[config.mk]
export PLATFORM = sky130hd
export DESIGN_NAME = ctc_bank
export DESIGN_NICKNAME = d
export VERILOG_FILES = /design/src/rtl/ctc_pkg.sv /design/src/rtl/ctc_bank.sv
export SDC_FILE = /design/constraint.sdc
export NUM_CORES = 1
export LEC_CHECK = 0
export BUFFER_PORTS_ARGS = -buffer_cell sky130_fd_sc_hd__buf_2
export CAP_MARGIN = 20
export CORE_ASPECT_RATIO = 1.2
export CORE_MARGIN = 2
export CORE_UTILIZATION = 25
export CTS_CLUSTER_SIZE = 24
export DETAILED_ROUTE_END_ITERATION = 8
export PLACE_DENSITY_LB_ADDON = 0.3
export SKIP_CTS_REPAIR_TIMING = 1
export SLEW_MARGIN = 40
export SYNTH_ARGS = -nofsm -noshare
export SYNTH_HDL_FRONTEND = slang
export SYNTH_SLANG_ARGS = --single-unit
[constraint.sdc]
create_clock -name mclk -period 3.1 [get_ports mclk]
set_input_delay 0.31 -clock mclk [delete_from_list [all_inputs] [get_ports mclk]]
set_output_delay 0.31 -clock mclk [all_outputs]
set_load 0.005 [all_outputs]
[src/rtl/ctc_pkg.sv]
package ctc_pkg;

  // ************************************************************
  // Register indices
  // ************************************************************
  localparam logic [4:0] OFS_STAT = 5'h0d;
  localparam logic [4:0] OFS_XFER = 5'h0e;
  localparam logic [4:0] OFS_SIZE = 5'h0f;
  localparam logic [4:0] OFS_FLAG = 5'h10;
  localparam logic [4:0] OFS_MH   = 5'h11;
  localparam logic [4:0] OFS_SM   = 5'h12;
  localparam logic [4:0] OFS_HD   = 5'h13;
  localparam logic [4:0] OFS_MY   = 5'h14;
  localparam logic [4:0] OFS_WD   = 5'h15;

  // ************************************************************
  // Field positions and codes
  // ************************************************************
  localparam int BIT_UP   = 0;
  localparam int BIT_DN   = 1;
  localparam int BIT_CMP  = 2;
  localparam int BIT_RES  = 3;
  localparam int BIT_ERR  = 12;
  localparam int BIT_FLG  = 11;
  localparam int BIT_ADJ  = 13;
  localparam int BIT_STOP = 14;
  localparam logic [7:0] SIZE_NONE = 8'h00;
  localparam logic [7:0] SIZE_SMALL = 8'h04;
  localparam logic [7:0] SIZE_LARGE = 8'h08;
  localparam logic [3:0] TYPE_NONE = 4'h0;
  localparam logic [3:0] TYPE_EE4K = 4'h1;
  localparam logic [7:0] BCD_HALF = 8'h30;
  localparam logic [7:0] RST_ZERO = 8'h00;
  localparam logic [7:0] RST_ONE  = 8'h01;

  // ************************************************************
  // Timing
  // ************************************************************
  localparam int CLK_HZ        = 25_000_000;
  localparam int TICK_PERIOD_S = 1;
  localparam int TICK_CYCLES   = CLK_HZ * TICK_PERIOD_S;
  localparam logic [1:0] ARM_CYCLES = 2'h3;

  // ************************************************************
  // Types
  // ************************************************************
  typedef enum logic [1:0] {ST_IDLE, ST_XFER, ST_CMP} ctc_state_t;

  typedef struct packed {
    logic       present;
    logic       clkFit;
    logic       wrProt;
    logic       autoSw;
    logic [3:0] kind;
  } ctc_pins_t;

  typedef struct packed {
    logic [4:0]  addr;
    logic [15:0] wdata;
    logic        wr;
    logic        rd;
  } ctc_bus_t;

  typedef struct packed {
    logic       opDone;
    logic       cmpDiff;
    logic       progMode;
    logic [7:0] cassCode;
    logic [7:0] cpuCode;
  } ctc_eng_t;

  typedef struct packed {
    logic cfgCsum;
    logic progCsum;
    logic badInstr;
    logic tblCsum;
    logic bootFail;
  } ctc_evt_t;

  typedef struct packed {
    logic [7:0] sec;
    logic [7:0] min;
    logic [7:0] hour;
    logic [7:0] day;
    logic [7:0] mon;
    logic [7:0] year;
    logic [7:0] wday;
  } ctc_time_t;

endpackage : ctc_pkg

[src/rtl/ctc_bank.sv]
`timescale 1ns/10ps
module ctc_bank
  import ctc_pkg::*;
#(
  parameter int TICK = TICK_CYCLES
) (
  // Clock and reset
  input  wire logic        mclk,
  input  wire logic        rst,
  // Register port
  input  wire ctc_bus_t    bus,
  output logic [15:0]      rdata,
  // Cassette pins
  input  wire ctc_pins_t   pins,
  // Transfer engine
  input  wire ctc_eng_t    eng,
  output logic             opStart,
  output logic [1:0]       opKind,
  // Integrity events and restore commands
  input  wire ctc_evt_t    evt,
  output logic             cfgRestore,
  output logic             tblRestore
);

  // ************************************************************
  // State
  // ************************************************************
  typedef struct packed {
    ctc_state_t  fsm;
    logic [2:0]  req;
    logic        cmpRes;
    logic [3:0]  err;
    logic [4:0]  flag;
    ctc_pins_t   s1;
    ctc_pins_t   s2;
    ctc_pins_t   s3;
    ctc_pins_t   filt;
    logic        armed;
    logic [1:0]  armCnt;
    ctc_time_t   tm;
    logic [24:0] tickCnt;
    logic        adj;
    logic        stop;
    logic        start;
    logic [1:0]  kind;
    logic        cfgRst;
    logic        tblRst;
    logic [15:0] rdata;
  } ctc_st_t;

  ctc_st_t st_r;
  ctc_st_t st_nxt;

  function automatic logic [7:0] bcdInc(input logic [7:0] v);
    if (v[3:0] == 4'h9) begin
      return {v[7:4] + 4'h1, 4'h0};
    end
    return v + 8'h01;
  endfunction : bcdInc

  function automatic logic [7:0] monthLen(input logic [7:0] m, input logic [7:0] y);
    logic leap;
    leap = y[4] ? (y[3:0] == 4'h2 || y[3:0] == 4'h6)
                : (y[3:0] == 4'h0 || y[3:0] == 4'h4 || y[3:0] == 4'h8);
    case (m)
      8'h02: return leap ? 8'h29 : 8'h28;
      8'h04, 8'h06, 8'h09, 8'h11: return 8'h30;
      default: return 8'h31;
    endcase
  endfunction : monthLen

  // ************************************************************
  // Next state
  // ************************************************************
  always_comb begin
    logic        wrX;
    logic        wrW;
    logic        carry;
    logic        noCass;
    logic [15:0] rd;
    st_nxt = st_r;
    wrX = bus.wr && bus.addr == OFS_XFER;
    wrW = bus.wr && bus.addr == OFS_WD;
    carry = 1'b0;
    noCass = st_r.filt.kind == TYPE_NONE || !st_r.filt.present;
    rd = 16'h0000;
    st_nxt.start = 1'b0;
    st_nxt.cfgRst = 1'b0;
    st_nxt.tblRst = 1'b0;

    // Pins are only trusted once two late stages agree.
    st_nxt.s1 = pins;
    st_nxt.s2 = st_r.s1;
    st_nxt.s3 = st_r.s2;
    if (st_r.s2 == st_r.s3) begin
      st_nxt.filt = st_r.s3;
    end
    if (!st_r.armed) begin
      st_nxt.armCnt = st_r.armCnt + 2'h1;
      st_nxt.armed = st_r.armCnt == ARM_CYCLES;
    end

    case (st_r.fsm)
      ST_IDLE: begin
        if (wrX && (bus.wdata[BIT_UP] || bus.wdata[BIT_DN])) begin
          st_nxt.req[1:0] = bus.wdata[BIT_DN] && !bus.wdata[BIT_UP] ? 2'b10 : 2'b01;
          st_nxt.kind = bus.wdata[BIT_UP] ? 2'h0 : 2'h1;
          if (eng.progMode) begin
            st_nxt.err[0] = 1'b1;
            st_nxt.req[1:0] = 2'b00;
          end else if (bus.wdata[BIT_DN] && !bus.wdata[BIT_UP] && (noCass || eng.cassCode == SIZE_NONE)) begin
            st_nxt.err[3] = 1'b1;
            st_nxt.req[1:0] = 2'b00;
          end else if (bus.wdata[BIT_UP] && st_r.filt.wrProt) begin
            st_nxt.err[1] = 1'b1;
            st_nxt.req[1:0] = 2'b00;
          end else if (bus.wdata[BIT_UP] &&
                       (noCass || (st_r.filt.kind == TYPE_EE4K && eng.cpuCode == SIZE_LARGE))) begin
            st_nxt.err[2] = 1'b1;
            st_nxt.req[1:0] = 2'b00;
          end else begin
            st_nxt.start = 1'b1;
            st_nxt.fsm = ST_XFER;
          end
        end else if (wrX && bus.wdata[BIT_CMP]) begin
          if (noCass || eng.cassCode == SIZE_NONE) begin
            st_nxt.cmpRes = 1'b1;
          end else begin
            st_nxt.req[2] = 1'b1;
            st_nxt.kind = 2'h2;
            st_nxt.start = 1'b1;
            st_nxt.fsm = ST_CMP;
          end
        end
      end
      ST_XFER: begin
        if (eng.opDone) begin
          st_nxt.req[1:0] = 2'b00;
          st_nxt.fsm = ST_IDLE;
        end
      end
      ST_CMP: begin
        if (eng.opDone) begin
          st_nxt.req[2] = 1'b0;
          st_nxt.cmpRes = eng.cmpDiff;
          st_nxt.fsm = ST_IDLE;
        end
      end
      default: begin
        st_nxt.fsm = ST_IDLE;
      end
    endcase

    // Error bits clear on a one written, unless that bit newly sets the same cycle.
    if (wrX) begin
      st_nxt.err = st_nxt.err & ~(bus.wdata[15:12] & ~(st_nxt.err ^ st_r.err));
    end

    if (evt.cfgCsum) begin
      st_nxt.flag[0] = 1'b1;
      st_nxt.cfgRst = 1'b1;
    end
    if (evt.progCsum || evt.badInstr) begin
      st_nxt.flag[1] = 1'b1;
    end
    if (evt.tblCsum) begin
      st_nxt.flag[2] = 1'b1;
      st_nxt.tblRst = 1'b1;
    end
    if (st_r.armed && st_nxt.filt.present && !st_r.filt.present) begin
      st_nxt.flag[3] = 1'b1;
    end
    if (evt.bootFail && st_r.filt.autoSw) begin
      st_nxt.flag[4] = 1'b1;
    end

    if (wrW) begin
      st_nxt.adj = bus.wdata[BIT_ADJ];
      st_nxt.stop = bus.wdata[BIT_STOP];
    end
    st_nxt.tickCnt = st_r.tickCnt == 25'(TICK - 1) ? 25'h0000000 : st_r.tickCnt + 25'h0000001;
    if (st_r.filt.clkFit && !st_r.stop) begin
      if (st_r.adj) begin
        // A fresh adjust written in the same cycle is kept rather than lost.
        st_nxt.adj = wrW && bus.wdata[BIT_ADJ];
        st_nxt.tm.sec = RST_ZERO;
        carry = st_r.tm.sec >= BCD_HALF;
        st_nxt.tickCnt = 25'h0000000;
      end else if (st_r.tickCnt == 25'(TICK - 1)) begin
        carry = st_r.tm.sec == 8'h59;
        st_nxt.tm.sec = carry ? RST_ZERO : bcdInc(st_r.tm.sec);
      end
      if (carry) begin
        carry = st_r.tm.min == 8'h59;
        st_nxt.tm.min = carry ? RST_ZERO : bcdInc(st_r.tm.min);
      end
      if (carry) begin
        carry = st_r.tm.hour == 8'h23;
        st_nxt.tm.hour = carry ? RST_ZERO : bcdInc(st_r.tm.hour);
      end
      if (carry) begin
        st_nxt.tm.wday = st_r.tm.wday == 8'h06 ? RST_ZERO : bcdInc(st_r.tm.wday);
        carry = st_r.tm.day == monthLen(st_r.tm.mon, st_r.tm.year);
        st_nxt.tm.day = carry ? RST_ONE : bcdInc(st_r.tm.day);
      end
      if (carry) begin
        carry = st_r.tm.mon == 8'h12;
        st_nxt.tm.mon = carry ? RST_ONE : bcdInc(st_r.tm.mon);
      end
      if (carry) begin
        st_nxt.tm.year = st_r.tm.year == 8'h99 ? RST_ZERO : bcdInc(st_r.tm.year);
      end
    end

    // ************************************************************
    // Read mux
    // ************************************************************
    case (bus.addr)
      OFS_STAT: rd = {8'h00, st_r.filt.kind, 1'b0, st_r.filt.wrProt, st_r.filt.clkFit, st_r.filt.present};
      OFS_XFER: rd = {st_r.err, 8'h00, st_r.cmpRes, st_r.req};
      OFS_SIZE: rd = {eng.cpuCode, noCass ? SIZE_NONE : eng.cassCode};
      OFS_FLAG: rd = {st_r.flag, 11'h000};
      OFS_MH:   rd = {st_r.tm.hour, st_r.tm.min};
      OFS_SM:   rd = {st_r.tm.min, st_r.tm.sec};
      OFS_HD:   rd = {st_r.tm.day, st_r.tm.hour};
      OFS_MY:   rd = {st_r.tm.year, st_r.tm.mon};
      OFS_WD:   rd = {1'b0, st_r.stop, st_r.adj, 5'h00, st_r.tm.wday};
      default:  rd = 16'h0000;
    endcase
    if (!st_r.filt.clkFit && bus.addr >= OFS_MH) begin
      rd = 16'h0000;
    end
    st_nxt.rdata = bus.rd ? rd : 16'h0000;
  end

  // ************************************************************
  // Registers
  // ************************************************************
  always_ff @(posedge mclk) begin
    if (rst) begin
      st_r <= '0;
      st_r.tm.day <= RST_ONE;
      st_r.tm.mon <= RST_ONE;
    end else begin
      st_r <= st_nxt;
    end
  end

  assign rdata = st_r.rdata;
  assign opStart = st_r.start;
  assign opKind = st_r.kind;
  assign cfgRestore = st_r.cfgRst;
  assign tblRestore = st_r.tblRst;

  // ************************************************************
  // Checks
  // ************************************************************
  // transfer self-clear
  property p_xferClr;
    @(posedge mclk) disable iff (rst) st_r.fsm == ST_XFER && eng.opDone |=> st_r.req[1:0] == 2'b00;
  endproperty
  a_xferClr: assert property (p_xferClr) else $error("request bit not cleared");

  property p_modeErr;
    @(posedge mclk) disable iff (rst)
      st_r.fsm == ST_IDLE && bus.wr && bus.addr == OFS_XFER && bus.wdata[BIT_UP] && eng.progMode
      |=> st_r.err[0] && st_r.fsm == ST_IDLE && !opStart;
  endproperty
  a_modeErr: assert property (p_modeErr) else $error("mode refusal missing");

  property p_cmpBusy;
    @(posedge mclk) disable iff (rst) st_r.fsm == ST_CMP |-> st_r.req[2];
  endproperty
  a_cmpBusy: assert property (p_cmpBusy) else $error("compare bit low while busy");

  property p_cmpRes;
    @(posedge mclk) disable iff (rst) st_r.fsm == ST_CMP && eng.opDone
      |=> st_r.cmpRes == $past(eng.cmpDiff) && !st_r.req[2];
  endproperty
  a_cmpRes: assert property (p_cmpRes) else $error("compare result wrong");

  property p_hotIns;
    @(posedge mclk) disable iff (rst) $past(st_r.armed) && $rose(st_r.filt.present) |-> st_r.flag[3];
  endproperty
  a_hotIns: assert property (p_hotIns) else $error("insertion flag missing");

  property p_bootErr;
    @(posedge mclk) disable iff (rst) evt.bootFail && st_r.filt.autoSw |=> st_r.flag[4];
  endproperty
  a_bootErr: assert property (p_bootErr) else $error("autoload flag missing");

  property p_tblRst;
    @(posedge mclk) disable iff (rst) evt.tblCsum |=> tblRestore ##1 !tblRestore || $past(evt.tblCsum);
  endproperty
  a_tblRst: assert property (p_tblRst) else $error("table restore wrong");

  property p_stopHold;
    @(posedge mclk) disable iff (rst) st_r.stop && !(bus.wr && bus.addr == OFS_WD) |=> $stable(st_r.tm);
  endproperty
  a_stopHold: assert property (p_stopHold) else $error("clock moved while stopped");

  property p_sizeNone;
    @(posedge mclk) disable iff (rst) bus.rd && bus.addr == OFS_SIZE && !st_r.filt.present |=> rdata[7:0] == SIZE_NONE;
  endproperty
  a_sizeNone: assert property (p_sizeNone) else $error("size code without cassette");

  property p_protErr;
    @(posedge mclk) disable iff (rst)
      st_r.fsm == ST_IDLE && bus.wr && bus.addr == OFS_XFER && bus.wdata[BIT_UP]
      && !eng.progMode && st_r.filt.wrProt |=> st_r.err[1] && !opStart;
  endproperty
  a_protErr: assert property (p_protErr) else $error("protect refusal missing");

  property p_cfgRst;
    @(posedge mclk) disable iff (rst) evt.cfgCsum |=> st_r.flag[0] && cfgRestore;
  endproperty
  a_cfgRst: assert property (p_cfgRst) else $error("settings restore missing");

  property p_progBad;
    @(posedge mclk) disable iff (rst) evt.progCsum || evt.badInstr |=> st_r.flag[1];
  endproperty
  a_progBad: assert property (p_progBad) else $error("program invalid flag missing");

endmodule : ctc_bank

# Word-level counts from Yosys, hierarchy flattened
# Index checks and enable logic that the tools add are counted.
[word_totals] ff_bits=154 out_inout_bits=21
[op_classes] addsub=16 order_cmp=2 eq_ne=53 n_mux=113 bitwise_logic=7 reduce_logical=49
[op_table] cell="$mux W8" count=27
[op_table] cell="$pmux W16 S9" count=1
[op_table] cell="$add A8 B1 Y8 const B" count=7
[op_table] cell="$mux W1" count=52
[op_table] cell="$mux W26" count=2
[op_table] cell="$eq A4 B4 Y1 const B" count=8
[op_table] cell="$eq A5 B5 Y1 const B" count=6
[op_table] cell="$add A4 B1 Y4 const B" count=7
[op_table] cell="$mux W2" count=14
[op_table] cell="$add A25 B1 Y25 const B" count=1
[op_table] cell="$eq A25 B25 Y1 const B" count=1
[op_table] cell="$mux W25" count=1
[op_table] cell="$eq A8 B3 Y1 const B" count=3
[op_table] cell="$mux W3" count=8
[op_table] cell="$ne A3 B3 Y1 const B" count=6
[op_table] cell="$eq A8 B4 Y1 const B" count=2
[op_table] cell="$eq A8 B5 Y1 const B" count=2
[op_table] cell="$eq A8 B7 Y1 const B" count=2
[op_table] cell="$eq A8 B8 Y1" count=2
[op_table] cell="$ne A2 B2 Y1 const B" count=8
[op_table] cell="$eq A5 B4 Y1 const B" count=3
[op_table] cell="$logic_and A1 B1 Y1" count=15
[op_table] cell="$mux W4" count=3
[op_table] cell="$reduce_and A2 Y1" count=6
[op_table] cell="31 further kinds" count=53

# Longest topological paths before layout
# Gate-level depths: netlist (run 1).
[logic_depth] depth_word=19 depth_mapped=11 ltp_nobuf=8

# Least setup slack after synthesis (run 1)
# OpenSTA, ideal clock, no wires.
[synth_path] path_type="reg2reg" start="register st_r[68] (netlist bit)" end="register st_r[59] (netlist bit)" arrival_ns=2.168 path_slack_ns=0.803 stages_incl_launch_ff=11 n_path_buf=2 path_cell_list="dfxtp_1 -> inv_1 -> ha_1 -> and3b_1 -> a211o_1 -> a211oi_1 -> mux2i_1 -> buf_4 -> buf_4 -> o31ai_1 -> nand3_1"
[synth_via] elab_chain_cells=11 word_cells_on_any_way=16 cone_classes="eq/ne (7); mux (7); reduce/logical (2)"
[synth_rtl] item="start: declaration" line="ctc_bank.sv:51" source="ctc_st_t st_r;"
[synth_rtl] item="start signal: assignment" line="ctc_bank.sv:245" source="st_r <= st_nxt;"
[synth_rtl] item="$eq A8 B3 Y1, or another cell as far along" line="ctc_bank.sv:65" source="case (m)"
[synth_rtl] item="$reduce_or A4 Y1" line="ctc_bank.sv:65"
[synth_rtl] item="$pmux W5 S2" line="ctc_bank.sv:65"
[synth_rtl] item="$mux W8" line="ctc_bank.sv:201" source="if (carry) begin"
[synth_rtl] item="$mux W8" line="ctc_bank.sv:182" source="if (st_r.filt.clkFit && !st_r.stop) begin"
[synth_rtl] item="$eq A8 B8 Y1" line="ctc_bank.sv:203" source="carry = st_r.tm.day == monthLen(st_r.tm.mon, st_r.tm.year);"
[synth_rtl] item="$mux W1" line="ctc_bank.sv:201"
[synth_rtl] item="$mux W1" line="ctc_bank.sv:182"
[synth_rtl] item="$mux W1 *" line="ctc_bank.sv:206" source="if (carry) begin"
[synth_rtl] item="$mux W1 *" line="ctc_bank.sv:182"
[synth_rtl] item="$reduce_and A2 Y1 (no line) *"
# Mark *: on every way between the ends. The rest lies on a longest branch, timed or not. The select of a mux whose other input is x is not followed.
# A chain may end at the register's enable or synchronous reset.

# Worst setup path after layout (run 1)
[layout_path] start="register st_r[96] (netlist bit)" end="register st_r[75] (netlist bit)"
[layout_via] elab_chain_cells=9 word_cells_on_any_way=10 cone_classes="order compare (1); eq/ne (1); mux (7); reduce/logical (1)"
[layout_rtl] item="branches (longest 2 deep; another with $ge A8 B6 Y1)"
[layout_rtl] item="$mux W1 *" line="ctc_bank.sv:183" source="if (st_r.adj) begin"
[layout_rtl] item="$mux W1 *" line="ctc_bank.sv:182"
[layout_rtl] item="$mux W1 *" line="ctc_bank.sv:193" source="if (carry) begin"
[layout_rtl] item="$mux W1 *" line="ctc_bank.sv:182"
[layout_rtl] item="$mux W1 *" line="ctc_bank.sv:197" source="if (carry) begin"
[layout_rtl] item="$mux W1 *" line="ctc_bank.sv:182"
[layout_rtl] item="$reduce_and A2 Y1 (no line) *"
# Mark *: on every way between the ends. The select of a mux whose other input is x is not followed.

==> results.yml, run 1 <==
outcome:
  status: "finished clean"
sta:
  slew_viol_final: 0
  fin_ws_ps: 248.0
  skew_ps: 14.24
  fin_tns_setup_ps: 0
  maxSlewHeadroom: 0.5751
  setup_viol: 0
  fmax_mhz: 350.6
  tightest_slew_ps: 637.4
  finalCritPeriodShare: 0.9200
  hold_viol_final: 0
  worst_hold_slack_ps: 81.02
  grt_setup_unrepaired: "no"
  finalCriticalPeriod_ps: 2852
worst_hold_path:
  hp-start: "bus[14]"
  hold_path_end: "st_r[144]$_SDFF_PP0_"
  holdPathStages: 2
  hold_path_class: "in2reg"
layout:
  num-fill-cells: 3476
  multi_input_area_um2: 4596
  area_delta_synth_final_pct: 14.83
  final_common_cell: "dfxtp_1"
  layout_common_cells: "dfxtp_1 (154), nor2_1 (93), nand2_1 (70)"
  regArea_um2: 3083
  diodes: 0
  fin_area_um2: 9388
  drive_gt1_frac: 0.1499
  final_util: 0.2911
  fin_cells: 1428
  nets: 1090
die:
  io-pin-count: 78
  start_util: 0.2535
  die_h_um: 202.1
  design.core.area_um2: 32250
  die-area_um2: 34170
  num_rows: 72
  die_w_um: 169.1
global_route:
  grt_first_pass_wirelength_mm: 38.19
  grt_pass1_vias: 6865
  grt.overflow.total: 0
  grt_usage: 0.1409
  grt_antenna_before_repair: 0
  grt_max_degree: 55
route:
  viasPerCell: 5.081
  drc: 0
  vias: 7255
  routed_wl_mm: 23.82
  drt_iter0_markers: 561
  drt_first_pass_iters: 6
  wl_per_cell_um: 16.68
  ant_nets: 0
clock_tree:
  worstSkewPairLatency_ps: 430
  cts_root_buf: "clkbuf_16"
  clockBufferDepth: 2
  cts.sinks: 154
  clk_pin_slew_ps: 70
  cts_tree: "yes"
  htreeDepth: 4
  cts_buffers: 17
setup_path:
  timing.rr.start: "st_r[96]$_SDFFE_PP0P_"
  start_kind: "flop"
  crit_arrival_ps: 3210
  endpoint_kind: "flop"
  r2r_cells: 8
  path_class: "reg2reg"
  cp_max_fo: 13
  cp.required_ps: 3460
  r2r_end: "st_r[75]$_SDFFE_PP0P_"
  rrSetupSlack_ps: 250
yosys:
  syn_nets: 1050
  synth.avg_cell_area_um2: 8.446
  syn_area_um2: 8175
  seq_area_frac_synth: 0.3771
  synth_edf_count: 0
  synthCells: 968
  ys_seq_elements: 154
  synthDistinctLibCells: 76
  synthFlopType: "dfxtp_1"
  async_flop_share: 0
  synth-warning-count: 0
place:
  dp_hpwl_mm: 17.66
  place_inst: 1396
  gp_congestion: 0.8793
  placed_area_um2: 8841
  dp_slack_ps: 290.7
  io_buffer_count: 68
pwr:
  powerDensity_nw_per_um2: 447.7
  leakage_nw: 3.413
  power_mw: 4.203
  seq_power_share: 0.485
  clkPwrFrac: 0.468
  combinationalPowerShare: 0.047
  p_sw_frac: 0.2537
  power.internal_mw: 3.137
  peakVddDrop_v: 0.0003001
  switchingPower_mw: 1.066
job:
  cap_violations: 0
[registers in the layout (all words and copies together), names as in the netlist]
register / cells
cfgRestore: 1
opKind: 2
opStart: 1
rdata: 16
st_nxt: 16
st_r: 117
tblRestore: 1
[critical path, stage by stage (launching register included)]
cell,delay [ps]
dfxtp_1,440
ha_1,200
and3b_1,310
a31oi_1,180
or4b_1,770
nor2_4,420
buf_4,210
nand4_1,80
a31oi_1,170
[power groups by stage]
stage	combinational (mW)	clock [mW]	sequential, mW
after floorplan	0.117	0	2.07
after global placement	0.197	0	2.08
after detailed placement	0.199	0	2.08
after CTS	0.200	2.02	2.04
after global routing	0.221	2.11	2.04
final	0.198	1.97	2.04
[how the worst max path moves through the flow]
stage | start | endpoint
6_report | st_r[96]$_SDFFE_PP0P_ | st_r[75]$_SDFFE_PP0P_
5_1_grt | st_r[96]$_SDFFE_PP0P_ | st_r[75]$_SDFFE_PP0P_
4_1_cts | st_r[96]$_SDFFE_PP0P_ | st_r[53]$_SDFFE_PP0P_
3_5_place_dp | st_r[96]$_SDFFE_PP0P_ | st_r[75]$_SDFFE_PP0P_
3_3_place_gp | st_r[96]$_SDFFE_PP0P_ | st_r[75]$_SDFFE_PP0P_
2_1_floorplan | st_r[68]$_SDFFE_PP0P_ | st_r[59]$_SDFFE_PP0P_
[per-layer routing]
metal	vias up	global-route usage	routed length (um)
met5	-	0	0
met4	0	0.05678	736
met3	46	0.02487	1009
met2	180	0.2285	11280
met1	3438	0.1854	10800
li1	3591	-	-
[layout make-up]
type,instances,area share
tap,407,0.05424
clock buffer,20,0.04651
inverter,32,0.01279
sequential,154,0.3284
clock inverter,12,0.01120
timing repair buffer,94,0.05731
multi-input combinational,709,0.4895
[cell families (layout without fill, tap and decap cells)]
kind of cell | Yosys count | count (layout) | share of synthesized area
fa+ha+maj | 25 | 25 | 0.03826
mux | 22 | 22 | 0.02816
xor+xnor | 38 | 38 | 0.04071
flops | 154 | 154 | 0.3771
simple gates | 400 | 400 | 0.2694
compound gates | 224 | 224 | 0.1838
buf+inv | 105 | 158 | 0.06259
[Yosys cell counts (7+ instances only)]
cell type,count,area (um2)
inv_1,31,116.4
a21o_1,8,60.06
a31oi_1,20,125.1
dfxtp_1,154,3083
or3_1,9,56.30
a221oi_1,8,70.07
and3_1,19,118.9
or4_1,7,52.55
xnor2_1,14,122.6
clkbuf_1,35,131.4
nor2_1,94,352.8
nand2b_1,9,56.30
buf_4,27,202.7
ha_1,25,312.8
nor3_1,28,140.1
a22o_1,7,61.31
xor2_1,24,210.2
o21ai_0,32,160.2
and2_1,7,43.79
mux2i_1,17,170.2
nand2_1,71,266.5
nor4_1,15,93.84
a22oi_1,21,157.7
o31ai_1,11,82.58
nand3_1,29,145.1
a311oi_1,8,70.07
nand4_1,18,112.6
a21oi_1,62,310.3
buf_2,7,35.03
a32oi_1,7,61.31
nor2b_1,40,250.2
(Power assumes the default switching activity.)
==> run 2, diff against run 1 <==
--- a/config.mk
+++ b/config.mk
@@ -10,6 +10,7 @@
 export CORE_ASPECT_RATIO = 1.2
 export CORE_MARGIN = 2
 export CORE_UTILIZATION = 25
+export CTS_BUF_LIST = sky130_fd_sc_hd__clkbuf_8 sky130_fd_sc_hd__clkbuf_16
 export CTS_CLUSTER_SIZE = 24
 export DETAILED_ROUTE_END_ITERATION = 8
 export PLACE_DENSITY_LB_ADDON = 0.3
==> run 2 against run 1 <==
Against the previous run: worst hold slack about the same; largest cell class unchanged; largest power group unchanged; die area unchanged; critical endpoint unchanged; flip-flop and latch count unchanged.
==> results.yml, run 2 (synthesized netlist as in run 1, its figures left out) <==
layout:
  final_common_cell: "dfxtp_1"
  regArea_um2: 3083
  drive_gt1_frac: 0.1499
  regMostFlops: "st_r"
  nets: 1090
  num-fill-cells: 3476
  area_delta_synth_final_pct: 14.83
  multi_input_area_um2: 4596
  diodes: 0
  layout_common_cells: "dfxtp_1 (154), nor2_1 (93), nand2_1 (70)"
  final_util: 0.2911
  largest_reg_flops: 117
route:
  wl_per_cell_um: 16.68
  ant_nets: 0
  drc: 0
  routed_wl_mm: 23.82
  drt_first_pass_iters: 6
  drt_iter0_markers: 562
  viasPerCell: 5.081
  vias: 7255
pwr:
  power_mw: 4.194
  powerDensity_nw_per_um2: 446.7
  leakage_nw: 3.425
  peakVddDrop_v: 0.0002999
die:
  io-pin-count: 78
  die_w_um: 169.1
  num_rows: 72
  design.core.area_um2: 32250
  die_h_um: 202.1
  die-area_um2: 34170
  start_util: 0.2535
setup_path:
  path_class: "reg2reg"
  start_kind: "flop"
  crit_arrival_ps: 3210
  crit_chain: "ha_1, and3b_1, a31oi_1, or4b_1, nor2_4, buf_4, nand4_1, a31oi_1"
  slowest_delay_ps: 770
  critPathTopFamily: "simple AND/OR/NAND/NOR gates"
  crit_slowest_cell: "or4b_1"
  cpMostUsedCell: "a31oi_1"
  cp.required_ps: 3460
  cp_max_fo: 13
  rrSetupSlack_ps: 250
  critPathBufInv: 1
  endpoint_kind: "flop"
sta:
  fmax_mhz: 350.6
  maxSlewHeadroom: 0.5751
  tightest_slew_ps: 637.4
  fin_tns_setup_ps: 0
  slew_viol_final: 0
  finalCritPeriodShare: 0.9200
  setup_viol: 0
  fin_ws_ps: 248.0
  finalCriticalPeriod_ps: 2852
  grt_setup_unrepaired: "no"
  hold_viol_final: 0
  worst_hold_slack_ps: 81.14
  skew_ps: 14.39
clock_tree:
  cts_tree: "yes"
  cts_root_buf: "clkbuf_16"
  htreeDepth: 4
  worstSkewPairLatency_ps: 430
  cts.sinks: 154
  cts_buffers: 17
  clk_pin_slew_ps: 70
  clockBufferDepth: 2
global_route:
  grt_max_degree: 55
  grt_antenna_before_repair: 0
  grt_pass1_vias: 6865
  grt_usage: 0.1409
  grt.overflow.total: 0
  grt_first_pass_wirelength_mm: 38.19
place:
  gp_congestion: 0.8793
  dp_slack_ps: 290.7
  io_buffer_count: 68
  dp_hpwl_mm: 17.66
job:
  cap_violations: 0
worst_hold_path:
  hold_path_class: "in2reg"
outcome:
  status: "finished clean"
run 2: cell count changes in the layout (fill, tap and decap cells not counted), sizes merged:
| cell | previous run | this run |
|---|---|---|
| inv | 37 | 40 |
| clkbuf | 20 | 17 |
run 2: path summary, 6_finish.rpt:
check,end,depth (start not counted),start
worst max-delay path,st_r[75]$_SDFFE_PP0P_,8,st_r[96]$_SDFFE_PP0P_
worst min-delay path,st_r[144]$_SDFF_PP0_,2,bus[14]
worst max register to register,st_r[75]$_SDFFE_PP0P_,8,st_r[96]$_SDFFE_PP0P_
worst min register to register,st_nxt[121]$_SDFF_PP0_,1,st_nxt[129]$_SDFF_PP0_
run 2: report_power, final:
group	leakage, nW	total [mW]	switching [mW]	internal, mW
clock	0.276	1.96	0.919	1.04
combinational	1.90	0.198	0.122	0.0768
sequential	1.25	2.04	0.0263	2.01
total	3.43	4.19	1.07	3.13
run 2: final cells by class:
| type | instances | area share |
|---|---|---|
| clock buffers | 17 | 0.04532 |
| clock inverters | 15 | 0.01240 |
| inverters | 32 | 0.01279 |
| multi-input cells | 709 | 0.4895 |
| flip-flops and latches | 154 | 0.3284 |
| well taps | 407 | 0.05424 |
| repair buffers | 94 | 0.05731 |
run 2: per-stage QoR:
| stage | area [um2] | instances |
|---|---|---|
| 6_report | 9388 | 1428 |
| 5_1_grt | 9388 | 1428 |
| 4_1_cts | 9383 | 1428 |
| 3_5_place_dp | 8841 | 1396 |
| 3_3_place_gp | 8828 | 1395 |
| 2_1_floorplan | 8175 | 968 |
run 2: worst register-to-register path, cell delays in order (launching register included):
cell,delay [ps]
dfxtp_1,440
ha_1,200
and3b_1,310
a31oi_1,180
or4b_1,770
nor2_4,420
buf_4,210
nand4_1,90
a31oi_1,170
run 2: routing by layer:
layer | vias up | global-route usage | wire length [um]
li1 | 3591 | - | -
met1 | 3438 | 0.1854 | 10800
met2 | 180 | 0.2285 | 11280
met3 | 46 | 0.02487 | 1008
met4 | 0 | 0.05678 | 736
met5 | - | 0 | 0
